==> config.mk <==
export PLATFORM = sky130hd
export DESIGN_NAME = interrupt_priority_regs
export DESIGN_NICKNAME = d
export VERILOG_FILES = /design/src/rtl/prio_pkg.sv /design/src/rtl/priority_store.sv /design/src/rtl/request_gate.sv /design/src/rtl/interrupt_priority_regs.sv
export SDC_FILE = /design/constraint.sdc
export NUM_CORES = 1
export LEC_CHECK = 0
export ABC_CLOCK_PERIOD_IN_PS = 2000
export BUFFER_PORTS_ARGS = -buffer_cell sky130_fd_sc_hd__buf_4
export CAP_MARGIN = 10
export CORE_MARGIN = 1
export CORE_UTILIZATION = 38
export DETAILED_ROUTE_END_ITERATION = 8
export PLACE_DENSITY = 0.73
export SKIP_CTS_REPAIR_TIMING = 1
export SLEW_MARGIN = 0
export SYNTH_ARGS = -nofsm -noshare
export SYNTH_HDL_FRONTEND = slang
export SYNTH_HIERARCHICAL = 1
export SYNTH_SLANG_ARGS = --single-unit
==> constraint.sdc <==
create_clock -name pclk -period 2 [get_ports pclk]
set_clock_uncertainty 0.1 [all_clocks]
set_input_delay 0.1 -clock pclk [delete_from_list [all_inputs] [get_ports pclk]]
set_output_delay 0.1 -clock pclk [all_outputs]
set_load 0.05 [all_outputs]
==> src/rtl/prio_pkg.sv <==
// Purpose: Shared constants, field layout and carrier types for the interrupt priority register bank.
// Assumes: APB with 32-bit data, one aligned word per 16-bit register.
// Notes: Field indices below are the source numbers used on every per-source port.
// Notes on behaviour
// RULE1: Every source has a 3-bit priority field where 111 means level 7, the highest, and other codes their own level.
// RULE2: A field value of 001 gives its source the lowest active level, level 1.
// RULE3: A field value of 000 disables its source so it never requests service whatever its flag says.
// RULE4: Bits that hold no field are unimplemented, read as zero and ignore writes.
// RULE5: After power-on reset every field holds 100, so each source starts at level 4.
// RULE6: The first register holds uart1 receive in 14-12, spi1 event in 10-8, spi1 error in 6-4 and timer3 in 2-0.
// RULE7: The second register holds dma channel 1 in 10-8, adc done in 6-4 and uart1 transmit in 2-0, bits 15-11 empty.
// RULE8: The third register holds change notify in 14-12, comparator 1 in 10-8, i2c1 master in 6-4, i2c1 slave in 2-0.
// RULE9: The fourth register holds only external interrupt 1 in bits 2-0, with bits 15-3 empty.
// RULE10: The fifth register holds timer4 in 14-12, compare 4 in 10-8, compare 3 in 6-4 and dma channel 2 in 2-0.
// RULE11: The sixth register holds uart2 transmit in 14-12, uart2 receive in 10-8, external 2 in 6-4, timer5 in 2-0.
// RULE12: The seventh register holds can event in 14-12, can receive in 10-8, spi2 event in 6-4 and spi2 error in 2-0.
// RULE13: Without a CAN module the two CAN fields have no effect because their requests stay off.
// RULE14: A read returns the last value written to each field and zeros in every empty position.
package prio_pkg;

    localparam int NUM_REGS = 7;
    localparam int NUM_FIELDS = 24;
    localparam int PRIO_WIDTH = 3;
    localparam int REG_WIDTH = 16;
    localparam int ADDR_WIDTH = 12;
    localparam int INDEX_WIDTH = 3;

    localparam logic [ADDR_WIDTH-1:0] OFFSET_UART1RX_SPI1_TIMER3 = 12'h000;
    localparam logic [ADDR_WIDTH-1:0] OFFSET_DMA1_ADC_UART1TX = 12'h004;
    localparam logic [ADDR_WIDTH-1:0] OFFSET_CHANGE_NOTIFY_COMPARATOR_I2C1 = 12'h008;
    localparam logic [ADDR_WIDTH-1:0] OFFSET_EXTERNAL_INT1 = 12'h00c;
    localparam logic [ADDR_WIDTH-1:0] OFFSET_TIMER4_COMPARE34_DMA2 = 12'h010;
    localparam logic [ADDR_WIDTH-1:0] OFFSET_UART2_EXT2_TIMER5 = 12'h014;
    localparam logic [ADDR_WIDTH-1:0] OFFSET_CAN_SPI2 = 12'h018;

    // Level 4 after reset.
    localparam logic [PRIO_WIDTH-1:0] PRIO_RESET = 3'h4;
    localparam logic [PRIO_WIDTH-1:0] PRIO_DISABLED = 3'h0;

    localparam int FIELD_UART1_RECEIVE = 0;
    localparam int FIELD_SPI1_EVENT = 1;
    localparam int FIELD_SPI1_ERROR = 2;
    localparam int FIELD_TIMER3 = 3;
    localparam int FIELD_DMA_CH1 = 4;
    localparam int FIELD_ADC_DONE = 5;
    localparam int FIELD_UART1_TRANSMIT = 6;
    localparam int FIELD_CHANGE_NOTIFY = 7;
    localparam int FIELD_COMPARATOR1 = 8;
    localparam int FIELD_I2C1_MASTER = 9;
    localparam int FIELD_I2C1_SLAVE = 10;
    localparam int FIELD_EXTERNAL_INT1 = 11;
    localparam int FIELD_TIMER4 = 12;
    localparam int FIELD_COMPARE4 = 13;
    localparam int FIELD_COMPARE3 = 14;
    localparam int FIELD_DMA_CH2 = 15;
    localparam int FIELD_UART2_TRANSMIT = 16;
    localparam int FIELD_UART2_RECEIVE = 17;
    localparam int FIELD_EXTERNAL_INT2 = 18;
    localparam int FIELD_TIMER5 = 19;
    localparam int FIELD_CAN_EVENT = 20;
    localparam int FIELD_CAN_RECEIVE = 21;
    localparam int FIELD_SPI2_EVENT = 22;
    localparam int FIELD_SPI2_ERROR = 23;

    // Register index (offset / 4) and lowest bit of each field, in field order.
    localparam int FIELD_REG [NUM_FIELDS] = '{
        0, 0, 0, 0,
        1, 1, 1,
        2, 2, 2, 2,
        3,
        4, 4, 4, 4,
        5, 5, 5, 5,
        6, 6, 6, 6
    };
    localparam int FIELD_LSB [NUM_FIELDS] = '{
        12, 8, 4, 0,
        8, 4, 0,
        12, 8, 4, 0,
        0,
        12, 8, 4, 0,
        12, 8, 4, 0,
        12, 8, 4, 0
    };

    typedef logic [PRIO_WIDTH-1:0] prio_t;
    typedef prio_t [NUM_FIELDS-1:0] prio_bank_t;

    typedef struct packed {
        logic psel;
        logic penable;
        logic pwrite;
        logic [ADDR_WIDTH-1:0] paddr;
        logic [31:0] pwdata;
        logic [3:0] pstrb;
    } apb_req_t;

    typedef struct packed {
        logic [31:0] prdata;
        logic pready;
        logic pslverr;
    } apb_rsp_t;

    typedef struct packed {
        logic wr_en;
        logic [INDEX_WIDTH-1:0] index;
        logic [REG_WIDTH-1:0] data;
        logic [1:0] strb;
    } field_write_t;

endpackage

==> src/rtl/priority_store.sv <==
// Purpose: Holds every priority field and applies register writes to them.
// Assumes: One write per cycle at most, presented by the bus slave on the completing edge.
// Notes: Only field bits are stored, so empty positions cannot hold anything.
`timescale 1ns/1ns
module priority_store
    import prio_pkg::*;
(
    input wire logic pclk,
    input wire logic presetn,
    input wire field_write_t wr,
    output prio_bank_t fields
);

    typedef struct packed {
        prio_bank_t fields;
    } store_state_t;

    store_state_t state_reg;
    store_state_t state_next;
    logic [NUM_FIELDS-1:0] hit;

    for (genvar g = 0; g < NUM_FIELDS; g++)
    begin : g_hit
        // A field changes only when its own register and its byte lane are written.
        assign hit[g] = wr.wr_en && (wr.index == INDEX_WIDTH'(FIELD_REG[g])) && wr.strb[FIELD_LSB[g] / 8]; // RULE4
    end

    always_comb
    begin
        state_next = state_reg;
        for (int i = 0; i < NUM_FIELDS; i++)
        begin
            if (hit[i])
            begin
                state_next.fields[i] = wr.data[FIELD_LSB[i] +: PRIO_WIDTH]; // RULE14
            end
        end
    end

    always_ff @(posedge pclk or negedge presetn)
    begin
        if (!presetn)
        begin
            state_reg <= {NUM_FIELDS{PRIO_RESET}}; // RULE5
        end
        else
        begin
            state_reg <= state_next;
        end
    end

    assign fields = state_reg.fields;

endmodule

==> src/rtl/request_gate.sv <==
// Purpose: Turns source flags and priority fields into registered service requests and levels.
// Assumes: Flags come from logic on the same clock.
// Notes: Arbitration among requests happens elsewhere; this only qualifies each source.
`timescale 1ns/1ns
module request_gate
    import prio_pkg::*;
#(
    parameter bit CAN_PRESENT = 1'b1
)
(
    input wire logic pclk,
    input wire logic presetn,
    input wire prio_bank_t fields,
    input wire logic [NUM_FIELDS-1:0] flags,
    output logic [NUM_FIELDS-1:0] requests,
    output prio_bank_t levels
);

    typedef struct packed {
        logic [NUM_FIELDS-1:0] requests;
        prio_bank_t levels;
    } gate_state_t;

    gate_state_t state_reg;
    gate_state_t state_next;
    logic [NUM_FIELDS-1:0] present;

    for (genvar g = 0; g < NUM_FIELDS; g++)
    begin : g_present
        if (g == FIELD_CAN_EVENT || g == FIELD_CAN_RECEIVE)
        begin : g_can
            assign present[g] = CAN_PRESENT; // RULE13
        end
        else
        begin : g_other
            assign present[g] = 1'b1;
        end
    end

    always_comb
    begin
        state_next = state_reg;
        for (int i = 0; i < NUM_FIELDS; i++)
        begin
            // Code 000 never requests; 001 to 111 request at that very level.
            state_next.requests[i] = flags[i] && present[i] && (fields[i] != PRIO_DISABLED); // RULE3
            state_next.levels[i] = state_next.requests[i] ? fields[i] : PRIO_DISABLED; // RULE1 RULE2
        end
    end

    always_ff @(posedge pclk or negedge presetn)
    begin
        if (!presetn)
        begin
            state_reg <= '0;
        end
        else
        begin
            state_reg <= state_next;
        end
    end

    assign requests = state_reg.requests;
    assign levels = state_reg.levels;

endmodule

==> src/rtl/interrupt_priority_regs.sv <==
// Purpose: APB slave for the seven interrupt priority registers, with per-source request qualification.
// Assumes: APB master keeps address and data stable through the access phase.
// Notes: Every transfer completes with one access cycle; unmapped offsets answer with an error.
//
// The APB slave port and the address map were left to the implementer.
`timescale 1ns/1ns
module interrupt_priority_regs
    import prio_pkg::*;
#(
    parameter bit CAN_PRESENT = 1'b1
)
(
    input wire logic pclk,
    input wire logic presetn,
    input wire apb_req_t apb_in,
    output apb_rsp_t apb_out,
    input wire logic [NUM_FIELDS-1:0] source_flags,
    output prio_bank_t priorities,
    output logic [NUM_FIELDS-1:0] source_requests,
    output prio_bank_t source_levels
);

    typedef struct packed {
        apb_rsp_t rsp;
    } slave_state_t;

    slave_state_t state_reg;
    slave_state_t state_next;
    field_write_t wr;
    logic setup;
    logic mapped;
    logic [INDEX_WIDTH-1:0] index;
    logic [REG_WIDTH-1:0] read_word;

    assign setup = apb_in.psel && !apb_in.penable;
    assign mapped = (apb_in.paddr[ADDR_WIDTH-1:2] < (ADDR_WIDTH-2)'(NUM_REGS)) && (apb_in.paddr[1:0] == 2'h0);
    assign index = apb_in.paddr[INDEX_WIDTH+1:2];

    // Empty bit positions stay zero because only field bits are placed.
    always_comb
    begin
        read_word = '0;
        for (int i = 0; i < NUM_FIELDS; i++)
        begin
            if (index == INDEX_WIDTH'(FIELD_REG[i]))
            begin
                read_word[FIELD_LSB[i] +: PRIO_WIDTH] = priorities[i]; // RULE4 RULE14 RULE6 RULE7 RULE8
            end
        end
    end

    // The write lands on the edge where pready is sampled high.
    always_comb
    begin
        wr.wr_en = apb_in.psel && apb_in.penable && apb_in.pwrite && state_reg.rsp.pready && !state_reg.rsp.pslverr;
        wr.index = index;
        wr.data = apb_in.pwdata[REG_WIDTH-1:0];
        wr.strb = apb_in.pstrb[1:0];
    end

    always_comb
    begin
        state_next = state_reg;
        state_next.rsp.pready = setup;
        state_next.rsp.pslverr = setup && !mapped;
        if (setup && !apb_in.pwrite && mapped)
        begin
            state_next.rsp.prdata = {16'h0000, read_word}; // RULE9 RULE10 RULE11 RULE12
        end
        else if (setup)
        begin
            state_next.rsp.prdata = 32'h0000_0000;
        end
    end

    always_ff @(posedge pclk or negedge presetn)
    begin
        if (!presetn)
        begin
            state_reg <= '0;
        end
        else
        begin
            state_reg <= state_next;
        end
    end

    assign apb_out = state_reg.rsp;

    priority_store u_store (
        .pclk(pclk),
        .presetn(presetn),
        .wr(wr),
        .fields(priorities)
    );

    request_gate #(
        .CAN_PRESENT(CAN_PRESENT)
    ) u_gate (
        .pclk(pclk),
        .presetn(presetn),
        .fields(priorities),
        .flags(source_flags),
        .requests(source_requests),
        .levels(source_levels)
    );

endmodule

Word-level counts from Yosys, hierarchy flattened
Index checks and enable logic that the tools add are counted.
Cells by class
  order comparisons: 1
  equal/unequal tests: 6
  multiplexer cells: 50
  reduce and logical (&&, ||, !) cells: 84
Operator list (number)
  $mux 3: 48
  $reduce_bool 3->1: 24
  $mux 32: 2
  $logic_and 1x1->1: 53
  $lt 10x3->1 const B: 1
  $eq 3x3->1 const B: 3
  $eq 3x2->1 const B: 2
  $logic_not 1->1: 4
  $eq 3x1->1 const B: 1
  $logic_not 3->1: 1
  $logic_not 2->1: 1
  $reduce_bool 2->1: 1
Word-level totals
  logic and storage cells: 193
  register bits after elaboration: 202
  output and inout bits: 202
  bits of input ports: 77

Longest topological paths before layout
Gate-level depths: netlist of run 1.
  depth in word-level cells: 9
  gate-level depth with buffers: 6
  mapped depth without buffers: 5

By module
The synthesis of run 1 kept the hierarchy.
By module, submodules not included
  request_gate: instances 1, cells each 192, area an instance 3093.0 µm², seq. area each 2402.3 µm²
  priority_store: instances 1, cells each 170, area an instance 2849.0 µm², seq. area each 1831.8 µm²
  interrupt_priority_regs: instances 1, cells each 156, area an instance 1400.1 µm², seq. area each 350.3 µm²

Worst setup path before layout of run 1
Ideal clock, no wire load.
  path type: reg2reg
  start: register state_reg, in the netlist apb_out[1]
  end: register u_store.state_reg, in the netlist u_store/fields[54]
  library setup time: 0.125 ns
  buffers on the path: 1
  data required time: 1.775 ns
  stages on the path, launching flop included: 7
  period minus slack after synthesis: 2.079 ns
  data arrival time: 1.854 ns
  setup slack: -0.079 ns
  cell sequence: dfrtp_1 -> nand4_1 -> nor2_1 -> nand2_1 -> or3_1 -> buf_4 -> mux2_4
RTL lines
  start: declaration: line interrupt_priority_regs.sv:27  | slave_state_t state_reg;
  start signal: assignment: line interrupt_priority_regs.sv:84  | state_reg <= state_next;
  end signal: assignment: line priority_store.sv:44  | state_reg <= {NUM_FIELDS{PRIO_RESET}};
  end signal: assignment: line priority_store.sv:48  | state_reg <= state_next;
  end: declaration: line priority_store.sv:18  | store_state_t state_reg;

==> impl_table.tex, run 1 <==
\begin{tabular}{lr}
\hline
Metric & Value \\
\hline
\multicolumn{2}{l}{\textbf{Run}} \\
Max-Cap Viols & 0 \\
\multicolumn{2}{l}{\textbf{GRT}} \\
Pin count of the biggest net entering global routing & 63 \\
Antenna violations before repair & 0 \\
Total global routing overflow & 0 \\
Via count of the first global-routing pass & 5,066 \\
Overall Global Routing Usage & 0.187 \\
Global-route wire length before repair & 28.1 mm \\
\multicolumn{2}{l}{\textbf{Yosys}} \\
Post-synth cell types & 43 \\
Most area-hungry cell type in the Yosys netlist & sky130\_fd\_sc\_hd\_\_dfrtp\_1 \\
Mean Syn Cell Area & 14.2 um\^{}2 \\
Synthesized cell area & 7340 um\^{}2 \\
Cells after synthesis & 518 \\
Top-area cell type share of the netlist area & 0.539 \\
Post-synthesis async set-or-reset flop share & 1.00 \\
Number of enable flip-flop cells after synthesis & 0 \\
Top cells by area, synth & sky130\_fd\_sc\_hd\_\_dfrtp\_1 54\%, sky130\_fd\_sc\_hd\_\_mux2\_2 9.2\%, sky130\_fd\_sc\_hd\_\_dfstp\_2 8.6\% \\
Main synth FF type & sky130\_fd\_sc\_hd\_\_dfrtp\_1 \\
Register area share after synthesis & 0.624 \\
Flip-flop and latch count after synthesis & 182 \\
Total number of yosys warnings & 6 \\
\multicolumn{2}{l}{\textbf{Setup path}} \\
Cell family with the largest share of critical-path delay & buffers and inverters \\
Worst-path cell with the longest stage delay & sky130\_fd\_sc\_hd\_\_dlygate4sd3\_1 \\
Data arrival time of the worst path & 2080 ps \\
Cell-by-cell trace of the critical path & dlygate4sd3\_1, buf\_4, nor2\_1, dlygate4sd3\_1, a31oi\_1, dlygate4sd3\_1 \\
Most frequent CP cell & sky130\_fd\_sc\_hd\_\_dlygate4sd3\_1 \\
Element type at the critical path end & flip-flop \\
Critical Path Fanout Max & 2 \\
Buffering stage count on the worst path with inverters included & 4 \\
Critical path type & in2reg \\
Startpoint types & input pin \\
Crit path required time & 2200 ps \\
Critical path's largest stage delay & 570 ps \\
\multicolumn{2}{l}{\textbf{STA}} \\
Fin Hold WS & -3.56 ps \\
Final critical path time including I/O delays and setup & 1880 ps \\
Highest clock rate & 532 MHz \\
Worst-case headroom to the max-slew limit & 0.499 \\
Finish-stage setup viols & 0 \\
Pins over their slew limit & 0 \\
Number of endpoints with negative hold slack in the final report & 1 \\
Worst-Margin Slew & 748 ps \\
Summed negative setup slack over all endpoints & 0 ps \\
Part of the cycle the worst path needs & 0.940 \\
RSZ-0062 raised after global routing & false \\
\multicolumn{2}{l}{\textbf{Detailed routing}} \\
ANT nets after route & 0 \\
Residual DRC count & 0 \\
Count of vias placed by the detailed router & 5,192 \\
WL/cell & 17.2 um \\
Detailed Route Iter0 Violations & 202 \\
Drt first pass iters & 4 \\
WL final & 18.8 mm \\
Via/cell ratio & 4.75 \\
\multicolumn{2}{l}{\textbf{Placed design}} \\
Count of buffers inserted at the top-level ports & 236 \\
Detail Placement HPWL & 13.3 mm \\
Routability Congestion & 0.734 \\
Cell Count Post-Placement & 1,021 \\
\multicolumn{2}{l}{\textbf{Layout}} \\
Post-layout utilization of the core & 0.557 \\
Area Growth Syn to Fin & 42.7\% \\
Sequential Area & 4590 um\^{}2 \\
Cell Count, Final, Fillers Out & 1,093 \\
Number of nets in the layout & 897 \\
Area used by multi-input combinational logic & 2580 um\^{}2 \\
Diodes inserted & 0 \\
Share of layout cells above drive strength 1 & 0.505 \\
Fill cell count & 1,591 \\
\multicolumn{2}{l}{\textbf{Status}} \\
Violated checks & negative hold slack \\
Outcome & finished with violations \\
\multicolumn{2}{l}{\textbf{Clock tree}} \\
Root buffer cell & sky130\_fd\_sc\_hd\_\_clkbuf\_16 \\
Number of clock buffers inserted by TritonCTS & 17 \\
TritonCTS clock tree & yes \\
Number of H-tree levels & 4 \\
CTS sink count & 182 \\
Maximum clock path buffer count & 2 \\
Clk\_lat worst skew & 420 ps \\
Reg clk slew, reported paths & 60 ps \\
\multicolumn{2}{l}{\textbf{Die}} \\
Die extent in y & 141 um \\
Die extent in x & 141 um \\
Effective utilization at floorplan & 0.390 \\
DIE AREA & 19,900 um\^{}2 \\
Core Area & 18,800 um\^{}2 \\
Ports & 279 \\
Row cnt & 50 \\
\multicolumn{2}{l}{\textbf{Power}} \\
Peak VDD IR & 0.000572 V \\
Total power divided by cell area & 805 nW/um\^{}2 \\
Leakage power summed over all cells & 5.34 nW \\
\multicolumn{2}{l}{\textbf{Hold path}} \\
Min-delay worst type & in2reg \\
\hline
\end{tabular}
==> metal layers <==
layer | routed length (um) | vias to the layer above | share of wire | GRT usage
met3 | 910 | 12 | 0.049 | 0.0421
met4 | 172 | 0 | 0.0092 | 0.0561
li1 | - | 2425 | - | -
met5 | 0 | - | 0 | 0
met1 | 8250 | 2595 | 0.44 | 0.240
met2 | 9430 | 160 | 0.50 | 0.314
==> worst register-to-register path: stages (launching register included) <==
cell and delay [ps]:
sky130_fd_sc_hd__dfrtp_2 360, sky130_fd_sc_hd__nand4_1 90, sky130_fd_sc_hd__nor2_1 110, sky130_fd_sc_hd__buf_4 140
sky130_fd_sc_hd__nand2_1 120, sky130_fd_sc_hd__buf_4 180, sky130_fd_sc_hd__nor2_1 100, sky130_fd_sc_hd__buf_4 170
sky130_fd_sc_hd__mux2_2 350
==> registers in the layout, indices dropped and copies added (netlist names) <==
| register | cells |
|---|---|
| u_store/fields | 72 |
| u_gate/levels | 72 |
| apb_out | 14 |
| u_gate/requests | 24 |
==> per-stage QoR <==
step,total power [W],cell area (um^2),setup WS (ps)
3_5_place_dp,0.00515,9500,61.3
2_1_floorplan,0.00469,7410,53.5
6_report,0.00844,10500,121
5_1_grt,0.00874,10500,1.40
3_3_place_gp,0.00514,9500,87.9
4_1_cts,0.00843,10100,52.8
==> cells in the mapped netlist, drive strengths merged, types with 5 or more instances <==
library cell	instances
nor3	9
nand2b	10
buf	32
mux2	78
dfstp	24
a32o	11
dfrtp	158
o221ai	7
nand3b	5
mux2i	6
nor2b	9
o21ai	12
and2	72
o31ai	6
o21a	6
clkbuf	6
o31a	24
nor2	14
==> cells by family (layout without fill, tap and decap cells) <==
logic type	count (synthesis)	count (layout)	synth area share
flip-flops	182	182	0.624
AO/OA/AOI/OAI	74	74	0.0806
AND/OR/NAND/NOR	135	135	0.122
other	1	20	0.000511
buffers and inverters	41	337	0.0360
multiplexers	85	85	0.137
==> final cells by class <==
class	count	share of cell area
clock buffer	25	0.0454
tap	260	0.0310
sequential	182	0.438
clock inverter	7	0.00919
timing repair buffer	302	0.230
multi-input combinational	314	0.246
inverter	3	0.00107
==> path summary, 6_finish.rpt <==
kind	startpoint	endpoint	slack (ps)	cells after the start
max	apb_in[43]	apb_out[0]$_DFF_PN0_	120	6
min	apb_in[48]	apb_out[4]$_DFFE_PN0P_	-4	3
max reg2reg	apb_out[1]$_DFF_PN0_	u_store/fields[49]$_DFFE_PN0P_	160	8
min reg2reg	apb_out[15]$_DFFE_PN0P_	apb_out[15]$_DFFE_PN0P_	390	1
max in group asynchronous	presetn	u_store/fields[41]$_DFFE_PN1P_	950	3
min in group asynchronous	presetn	u_gate/levels[18]$_DFF_PN0_	150	2
==> placed cells by master (no fill, tap or decap), types with 8 or more instances in the layout <==
cell                            synthesis  layout
sky130_fd_sc_hd__nor2b_1                9       9
sky130_fd_sc_hd__o31a_1                24      24
sky130_fd_sc_hd__and2_1                48      48
sky130_fd_sc_hd__mux2_2                60      60
sky130_fd_sc_hd__dfstp_2               24      24
sky130_fd_sc_hd__mux2_4                12      12
sky130_fd_sc_hd__nand2b_1               9       8
sky130_fd_sc_hd__dlygate4sd3_1          0      40
sky130_fd_sc_hd__nor2_1                14      14
sky130_fd_sc_hd__conb_1                 1      20
sky130_fd_sc_hd__and2_2                24      24
sky130_fd_sc_hd__clkbuf_16              0      17
sky130_fd_sc_hd__dfrtp_1              158     157
sky130_fd_sc_hd__buf_4                 23     258
sky130_fd_sc_hd__a32o_1                11      11
==> power breakdown <==
part / switching [W] / leakage [nW] / total (W) / internal, W
clock: 0.00138 / 0.279 / 0.00330 / 0.00191
combinational: 0.000809 / 2.63 / 0.00123 / 0.000425
sequential: 0.0000997 / 2.44 / 0.00391 / 0.00381
total: 0.00229 / 5.34 / 0.00844 / 0.00615
(Power assumes the default switching activity.)
==> run 2: changes to the inputs <==
Settings changed: PLACE_DENSITY 0.73 to default, PLACE_DENSITY_LB_ADDON from default to 0.25.
==> run 2 against run 1 <==
Against the previous run: the flow now finishes without violations; routed wire length grew 3.5%; critical path depth decreased by 1; maximum frequency is 2.6% lower; critical endpoint is now u_store/fields[57]$_DFFE_PN0P_.
==> impl_table.tex, run 2 (synthesis results as in run 1) <==
\begin{tabular}{lr}
\hline
Metric & Value \\
\hline
\multicolumn{2}{l}{\textbf{Clock tree}} \\
Maximum clock path buffer count & 2 (unchanged) \\
TritonCTS clock tree & yes \\
Reg clk slew, reported paths & 70 ps (about the same) \\
Clk\_lat worst skew & 430 ps (about the same) \\
CTS sink count & 182 (unchanged) \\
Root buffer cell & sky130\_fd\_sc\_hd\_\_clkbuf\_16 \\
Number of clock buffers inserted by TritonCTS & 17 (unchanged) \\
Number of H-tree levels & 4 (unchanged) \\
\multicolumn{2}{l}{\textbf{Power}} \\
Total power divided by cell area & 820 nW/um\^{}2 (+1.8\%) \\
Leakage power summed over all cells & 5.38 nW (+0.74\%) \\
Pwr Total & 0.00864 W (+2.4\%) \\
Peak VDD IR & 0.000592 V (+3.3\%) \\
\multicolumn{2}{l}{\textbf{Run}} \\
Max-Cap Viols & 0 (unchanged) \\
\multicolumn{2}{l}{\textbf{STA}} \\
Final critical path time including I/O delays and setup & 1930 ps (+50.7 ps) \\
Number of endpoints with negative hold slack in the final report & 0 (-1) \\
Highest clock rate & 518 MHz (-2.6\%) \\
Fin Hold WS & 59.8 ps (+63.3 ps) \\
Worst-Margin Slew & 599 ps (-149 ps) \\
Finish-stage setup viols & 0 (unchanged) \\
RSZ-0062 raised after global routing & false \\
Worst-case headroom to the max-slew limit & 0.600 (+0.101) \\
Part of the cycle the worst path needs & 0.965 (+0.0253) \\
Pins over their slew limit & 0 (unchanged) \\
Summed negative setup slack over all endpoints & 0 ps (unchanged) \\
\multicolumn{2}{l}{\textbf{Setup path}} \\
Critical path type & reg2reg \\
Data arrival time of the worst path & 2140 ps (+60 ps) \\
Critical Path Fanout Max & 6 (+4) \\
Element type at the critical path end & flip-flop \\
Crit path required time & 2210 ps (about the same) \\
Startpoint types & flip-flop \\
\multicolumn{2}{l}{\textbf{GRT}} \\
Global-route wire length before repair & 29.3 mm (+4.4\%) \\
Pin count of the biggest net entering global routing & 71 (+13\%) \\
Antenna violations before repair & 1 (+1) \\
Total global routing overflow & 0 (unchanged) \\
Via count of the first global-routing pass & 5,389 (+6.4\%) \\
Overall Global Routing Usage & 0.195 (+0.00821) \\
\multicolumn{2}{l}{\textbf{Die}} \\
Die extent in x & 141 um (unchanged) \\
Effective utilization at floorplan & 0.390 (unchanged) \\
DIE AREA & 19,900 um\^{}2 (unchanged) \\
Row cnt & 50 (unchanged) \\
Die extent in y & 141 um (unchanged) \\
Core Area & 18,800 um\^{}2 (unchanged) \\
Ports & 279 (unchanged) \\
\multicolumn{2}{l}{\textbf{Hold path}} \\
Min-delay worst type & in2reg \\
\multicolumn{2}{l}{\textbf{Detailed routing}} \\
Count of vias placed by the detailed router & 5,259 (+1.3\%) \\
ANT nets after route & 0 (unchanged) \\
WL final & 19.4 mm (+3.5\%) \\
Drt first pass iters & 4 (unchanged) \\
Residual DRC count & 0 (unchanged) \\
WL/cell & 17.7 um (+3.0\%) \\
Detailed Route Iter0 Violations & 249 (+23\%) \\
Via/cell ratio & 4.79 (+0.83\%) \\
\multicolumn{2}{l}{\textbf{Layout}} \\
Top library cells by usage in the layout, fill and taps aside & 261 x sky130\_fd\_sc\_hd\_\_buf\_4, 157 x sky130\_fd\_sc\_hd\_\_dfrtp\_1, 60 x sky130\_fd\_sc\_hd\_\_mux2\_2 \\
Area Growth Syn to Fin & 43.6\% \\
Share of layout cells above drive strength 1 & 0.509 (+0.00356) \\
Cell Count, Final, Fillers Out & 1,098 (+0.46\%) \\
Most frequent standard cell in the layout excluding fill and tap cells & sky130\_fd\_sc\_hd\_\_buf\_4 \\
Number of nets in the layout & 901 (+0.45\%) \\
Post-layout utilization of the core & 0.560 (+0.00326) \\
\multicolumn{2}{l}{\textbf{Placed design}} \\
Count of buffers inserted at the top-level ports & 236 (unchanged) \\
Cell Count Post-Placement & 1,022 (+0.098\%) \\
Routability Congestion & 0.771 (+5.0\%) \\
Detail Placement HPWL & 14.1 mm (+6.0\%) \\
\multicolumn{2}{l}{\textbf{Status}} \\
Outcome & completed \\
\hline
\end{tabular}
run 2: changes by cell type in the layout (fill, tap and decap cells not counted), moves of 2 or more:
cell                            before  now
sky130_fd_sc_hd__buf_12              3    1
sky130_fd_sc_hd__buf_4             258  261
sky130_fd_sc_hd__or3_4               2    0
sky130_fd_sc_hd__inv_6               0    3
sky130_fd_sc_hd__nor2_2              0    2
sky130_fd_sc_hd__nor2_1             14   12
sky130_fd_sc_hd__clkbuf_1            6    1
sky130_fd_sc_hd__or3_1               0    2
sky130_fd_sc_hd__dlygate4sd3_1      40   43
sky130_fd_sc_hd__inv_8               0    2
run 2: where the power goes:
part           total (W)  switching [W]  leakage, nW  internal (W)
Clock            0.00350        0.00144        0.309       0.00206
Combinational    0.00123       0.000813         2.64      0.000419
Sequential       0.00391       0.000101         2.44       0.00381
Total            0.00864        0.00235         5.38       0.00629
run 2: layout make-up:
type / count / area (um^2)
multi-input cells: 314 / 2570
clock buffers: 20 / 457
diodes: 1 / 2.50
repair buffers: 306 / 2420
well taps: 260 / 325
flip-flops and latches: 182 / 4590
inverters: 3 / 11.3
fillers: 1564 / 8290
clock inverters: 12 / 166
run 2: path summary, 6_finish.rpt:
path	start	to	slack [ps]	cells after the start
setup reg to reg	apb_out[1]$_DFF_PN0_	u_store/fields[57]$_DFFE_PN0P_	70	5
max in group asynchronous	presetn	u_gate/levels[50]$_DFF_PN0_	850	3
setup / recovery	apb_out[1]$_DFF_PN0_	u_store/fields[57]$_DFFE_PN0P_	70	5
min in group asynchronous	presetn	u_gate/levels[44]$_DFF_PN0_	140	2
hold / removal	apb_in[50]	apb_out[1]$_DFF_PN0_	60	4
hold reg to reg	apb_out[16]$_DFFE_PN0P_	apb_out[16]$_DFFE_PN0P_	400	1
run 2: routing by layer:
layer  up-vias  wire, um  GRT usage
met2       191      9700      0.321
met3        22      1410     0.0560
met5         -         0          0
li1       2410         -          -
met1      2636      8050      0.246
met4         0       264     0.0652
run 2: critical path: stages (launching register included):
cell and delay, ps:
sky130_fd_sc_hd__dfrtp_2 370, sky130_fd_sc_hd__nand4_1 120, sky130_fd_sc_hd__nor2_2 180, sky130_fd_sc_hd__nand2_1 160, sky130_fd_sc_hd__or3_1 530, sky130_fd_sc_hd__mux2_4 360
run 2: per-stage QoR:
stage | setup WS, ps | instance area [um^2]
2_1_floorplan | 53.5 | 7410
3_3_place_gp | 93.6 | 9480
3_5_place_dp | 13.7 | 9480
4_1_cts | -17.6 | 10100
5_1_grt | 17.0 | 10500
6_report | 70.1 | 10500
==> run 3: changes to the inputs <==
Settings changed: ABC_AREA from default to 1.
==> run 3 against run 2 <==
Against the previous run: sequential cell count is the same; the run now ends with negative hold slack left; maximum frequency grew 8.2%; sequential share of layout area shrank 1.9 points; die area grew 8.1%; register-to-register slack gained 150 ps; global-route usage grew 1.5 points; area after synthesis grew 8.2%; critical endpoint is now u_store/fields[55]$_DFFE_PN0P_; total power shrank 1.1%.
==> impl_table.tex, run 3 <==
\begin{tabular}{lr}
\hline
Metric & Value \\
\hline
\multicolumn{2}{l}{\textbf{Yosys}} \\
Most area-hungry cell type in the Yosys netlist & sky130\_fd\_sc\_hd\_\_dfrtp\_1 \\
Register area share after synthesis & 0.577 (-0.0476) \\
Main synth FF type & sky130\_fd\_sc\_hd\_\_dfrtp\_1 \\
Cells after synthesis & 949 (+83\%) \\
Top cells by area, synth & sky130\_fd\_sc\_hd\_\_dfrtp\_1 50\%, sky130\_fd\_sc\_hd\_\_nand2\_1 13\%, sky130\_fd\_sc\_hd\_\_dfstp\_2 7.9\% \\
Number of enable flip-flop cells after synthesis & 0 (unchanged) \\
Flip-flop and latch count after synthesis & 182 (unchanged) \\
Post-synthesis async set-or-reset flop share & 1.00 (unchanged) \\
Post-synth cell types & 23 (-47\%) \\
Most frequent cell after synthesis & sky130\_fd\_sc\_hd\_\_nand2\_1 \\
Total number of yosys warnings & 6 (unchanged) \\
Mean Syn Cell Area & 8.37 um\^{}2 (-41\%) \\
Synthesized cell area & 7950 um\^{}2 (+8.2\%) \\
Top-area cell type share of the netlist area & 0.497 (-0.0410) \\
Top cells by count, synth & 279 x sky130\_fd\_sc\_hd\_\_nand2\_1, 168 x sky130\_fd\_sc\_hd\_\_inv\_1, 158 x sky130\_fd\_sc\_hd\_\_dfrtp\_1 \\
\multicolumn{2}{l}{\textbf{STA}} \\
Final critical path time including I/O delays and setup & 1780 ps (-146 ps) \\
Part of the cycle the worst path needs & 0.892 (-0.0731) \\
Finish-stage setup viols & 0 (unchanged) \\
Highest clock rate & 561 MHz (+8.2\%) \\
Crit path setup slack, layout & 216 ps (+146 ps) \\
Summed negative setup slack over all endpoints & 0 ps (unchanged) \\
RSZ-0062 raised after global routing & false \\
Fin Hold WS & -3.56 ps (-63.3 ps) \\
Pins over their slew limit & 0 (unchanged) \\
Worst-Margin Slew & 619 ps (+19.8 ps) \\
Number of endpoints with negative hold slack in the final report & 2 (+2) \\
Worst-case headroom to the max-slew limit & 0.587 (-0.0136) \\
\multicolumn{2}{l}{\textbf{Detailed routing}} \\
ANT nets after route & 0 (unchanged) \\
Via/cell ratio & 4.53 (-5.4\%) \\
WL final & 22.1 mm (+14\%) \\
Residual DRC count & 0 (unchanged) \\
Detailed Route Iter0 Violations & 402 (+61\%) \\
Count of vias placed by the detailed router & 6,890 (+31\%) \\
WL/cell & 14.5 um (-18\%) \\
Drt first pass iters & 7 (+3) \\
\multicolumn{2}{l}{\textbf{Setup path}} \\
Buffering stage count on the worst path with inverters included & 2 (+2) \\
Cell family with the largest share of critical-path delay & simple AND/OR/NAND/NOR gates \\
Crit path required time & 2260 ps (+50 ps) \\
Critical path type & reg2reg \\
Data arrival time of the worst path & 2050 ps (-90 ps) \\
Critical Path Fanout Max & 13 (+7) \\
Depth of the worst register-to-register path & 8 (+3) \\
Cell depth of the worst setup path & 8 (+3) \\
Element type at the critical path end & flip-flop \\
Worst-path cell with the longest stage delay & sky130\_fd\_sc\_hd\_\_nand3\_1 \\
Startpoint types & flip-flop \\
Cell-by-cell trace of the critical path & nand3\_1, nor3\_1, buf\_4, nand2\_1, clkinv\_1, nand3\_1, nand2\_1, nand2\_1 \\
Most frequent CP cell & sky130\_fd\_sc\_hd\_\_nand2\_1 \\
Critical path's largest stage delay & 380 ps (-150 ps) \\
\multicolumn{2}{l}{\textbf{Layout}} \\
Sequential Area & 4580 um\^{}2 (about the same) \\
Top library cells by usage in the layout, fill and taps aside & 279 x sky130\_fd\_sc\_hd\_\_nand2\_1, 250 x sky130\_fd\_sc\_hd\_\_buf\_4, 168 x sky130\_fd\_sc\_hd\_\_inv\_1 \\
Number of nets in the layout & 1,315 (+46\%) \\
Area Growth Syn to Fin & 38.8\% \\
Post-layout utilization of the core & 0.542 (-0.0181) \\
Most frequent standard cell in the layout excluding fill and tap cells & sky130\_fd\_sc\_hd\_\_nand2\_1 \\
Share of layout cells above drive strength 1 & 0.294 (-0.215) \\
Fill cell count & 1,913 (+22\%) \\
Diodes inserted & 0 (-1) \\
Area used by multi-input combinational logic & 2510 um\^{}2 (-2.4\%) \\
\multicolumn{2}{l}{\textbf{Power}} \\
Leakage power summed over all cells & 6.39 nW (+19\%) \\
Peak VDD IR & 0.000561 V (-5.2\%) \\
Total power divided by cell area & 775 nW/um\^{}2 (-5.5\%) \\
\multicolumn{2}{l}{\textbf{Run}} \\
Max-Cap Viols & 0 (unchanged) \\
\multicolumn{2}{l}{\textbf{Clock tree}} \\
TritonCTS clock tree & yes \\
Maximum clock path buffer count & 2 (unchanged) \\
Clk\_lat worst skew & 430 ps (about the same) \\
Reg clk slew, reported paths & 70 ps (about the same) \\
Root buffer cell & sky130\_fd\_sc\_hd\_\_clkbuf\_16 \\
CTS sink count & 182 (unchanged) \\
Number of H-tree levels & 4 (unchanged) \\
Number of clock buffers inserted by TritonCTS & 17 (unchanged) \\
\multicolumn{2}{l}{\textbf{Die}} \\
Effective utilization at floorplan & 0.390 (about the same) \\
Die extent in x & 147 um (+4.0\%) \\
Core Area & 20,400 um\^{}2 (+8.1\%) \\
DIE AREA & 21,500 um\^{}2 (+8.1\%) \\
Ports & 279 (unchanged) \\
Row cnt & 52 (+4.0\%) \\
Die extent in y & 147 um (+4.0\%) \\
\multicolumn{2}{l}{\textbf{GRT}} \\
Antenna violations before repair & 0 (-1) \\
Pin count of the biggest net entering global routing & 53 (-25\%) \\
Global-route wire length before repair & 34.8 mm (+19\%) \\
Total global routing overflow & 0 (unchanged) \\
Via count of the first global-routing pass & 6,350 (+18\%) \\
Overall Global Routing Usage & 0.210 (+0.0148) \\
\multicolumn{2}{l}{\textbf{Placed design}} \\
Count of buffers inserted at the top-level ports & 236 (unchanged) \\
Detail Placement HPWL & 15.9 mm (+13\%) \\
Pre-CTS setup slack & 241 ps (+227 ps) \\
Routability Congestion & 0.816 (+5.9\%) \\
\multicolumn{2}{l}{\textbf{Status}} \\
Violated checks & negative hold slack \\
Outcome & finished with violations \\
\multicolumn{2}{l}{\textbf{Hold path}} \\
Min-delay worst type & in2reg \\
Min-Delay Path Depth & 3 (-1) \\
\hline
\end{tabular}
==> run 3: cell count changes after synthesis, moves of 48 or more <==
cell                      delta
sky130_fd_sc_hd__nand2_1   +276
sky130_fd_sc_hd__inv_1     +165
sky130_fd_sc_hd__nand3_1    +77
sky130_fd_sc_hd__nor2_1     +62
sky130_fd_sc_hd__mux2_2     -60
sky130_fd_sc_hd__and2_1     -48
==> run 3: cell type report <==
type	instances	area share
clock inverter	10	0.0108
multi-input combinational	570	0.227
inverter	172	0.0585
clock buffer	22	0.0430
tap	270	0.0306
sequential	182	0.416
timing repair buffer	295	0.214
==> run 3: worst paths after layout <==
| kind | startpoint | end | slack (ps) |
|---|---|---|---|
| min | apb_in[1] | u_store/fields[26]$_DFFE_PN1P_ | -4 |
| min reg2reg | apb_out[3]$_DFFE_PN0P_ | apb_out[3]$_DFFE_PN0P_ | 380 |
| max in group asynchronous | presetn | u_store/fields[26]$_DFFE_PN1P_ | 1090 |
| max | apb_out[1]$_DFF_PN0_ | u_store/fields[55]$_DFFE_PN0P_ | 220 |
| min in group asynchronous | presetn | u_gate/requests[18]$_DFF_PN0_ | 30 |
| max reg2reg | apb_out[1]$_DFF_PN0_ | u_store/fields[55]$_DFFE_PN0P_ | 220 |
==> run 3: cell families (layout without fill, tap and decap cells) <==
| family | after synthesis | in the layout | share of synthesized area |
|---|---|---|---|
| AO/OA/AOI/OAI | 25 | 25 | 0.0170 |
| buffers and inverters | 216 | 499 | 0.116 |
| flip-flops | 182 | 182 | 0.577 |
| other | 1 | 20 | 0.000472 |
| AND/OR/NAND/NOR | 525 | 525 | 0.289 |
==> run 3: power by group <==
part / leakage [nW] / total [W] / internal, W / switching (W)
Clock: 0.284 / 0.00339 / 0.00195 / 0.00144
Combinational: 3.66 / 0.00125 / 0.000365 / 0.000883
Sequential: 2.44 / 0.00391 / 0.00380 / 0.000105
Total: 6.39 / 0.00855 / 0.00612 / 0.00243
==> run 3: worst min-delay path, cell delays in order <==
cell and delay (ps):
sky130_fd_sc_hd__buf_4 240, sky130_fd_sc_hd__nand3_1 130, sky130_fd_sc_hd__nand2_1 50
==> run 3: metrics by stage <==
stage	cells	instance area, um^2	total power [W]
final	1521	11000	0.00855
after global routing	1521	11000	0.00889
after CTS	1480	10600	0.00855
after detailed placement	1448	10000	0.00516
after global placement	1448	10000	0.00515
after floorplan	968	8020	0.00470
==> run 3: layer usage <==
layer | track usage | wire [um] | vias up
met5 | 0 | 0 | -
met4 | 0.0547 | 235 | 0
met3 | 0.0519 | 1440 | 17
met2 | 0.338 | 10700 | 238
met1 | 0.281 | 9710 | 3234
li1 | - | - | 3401
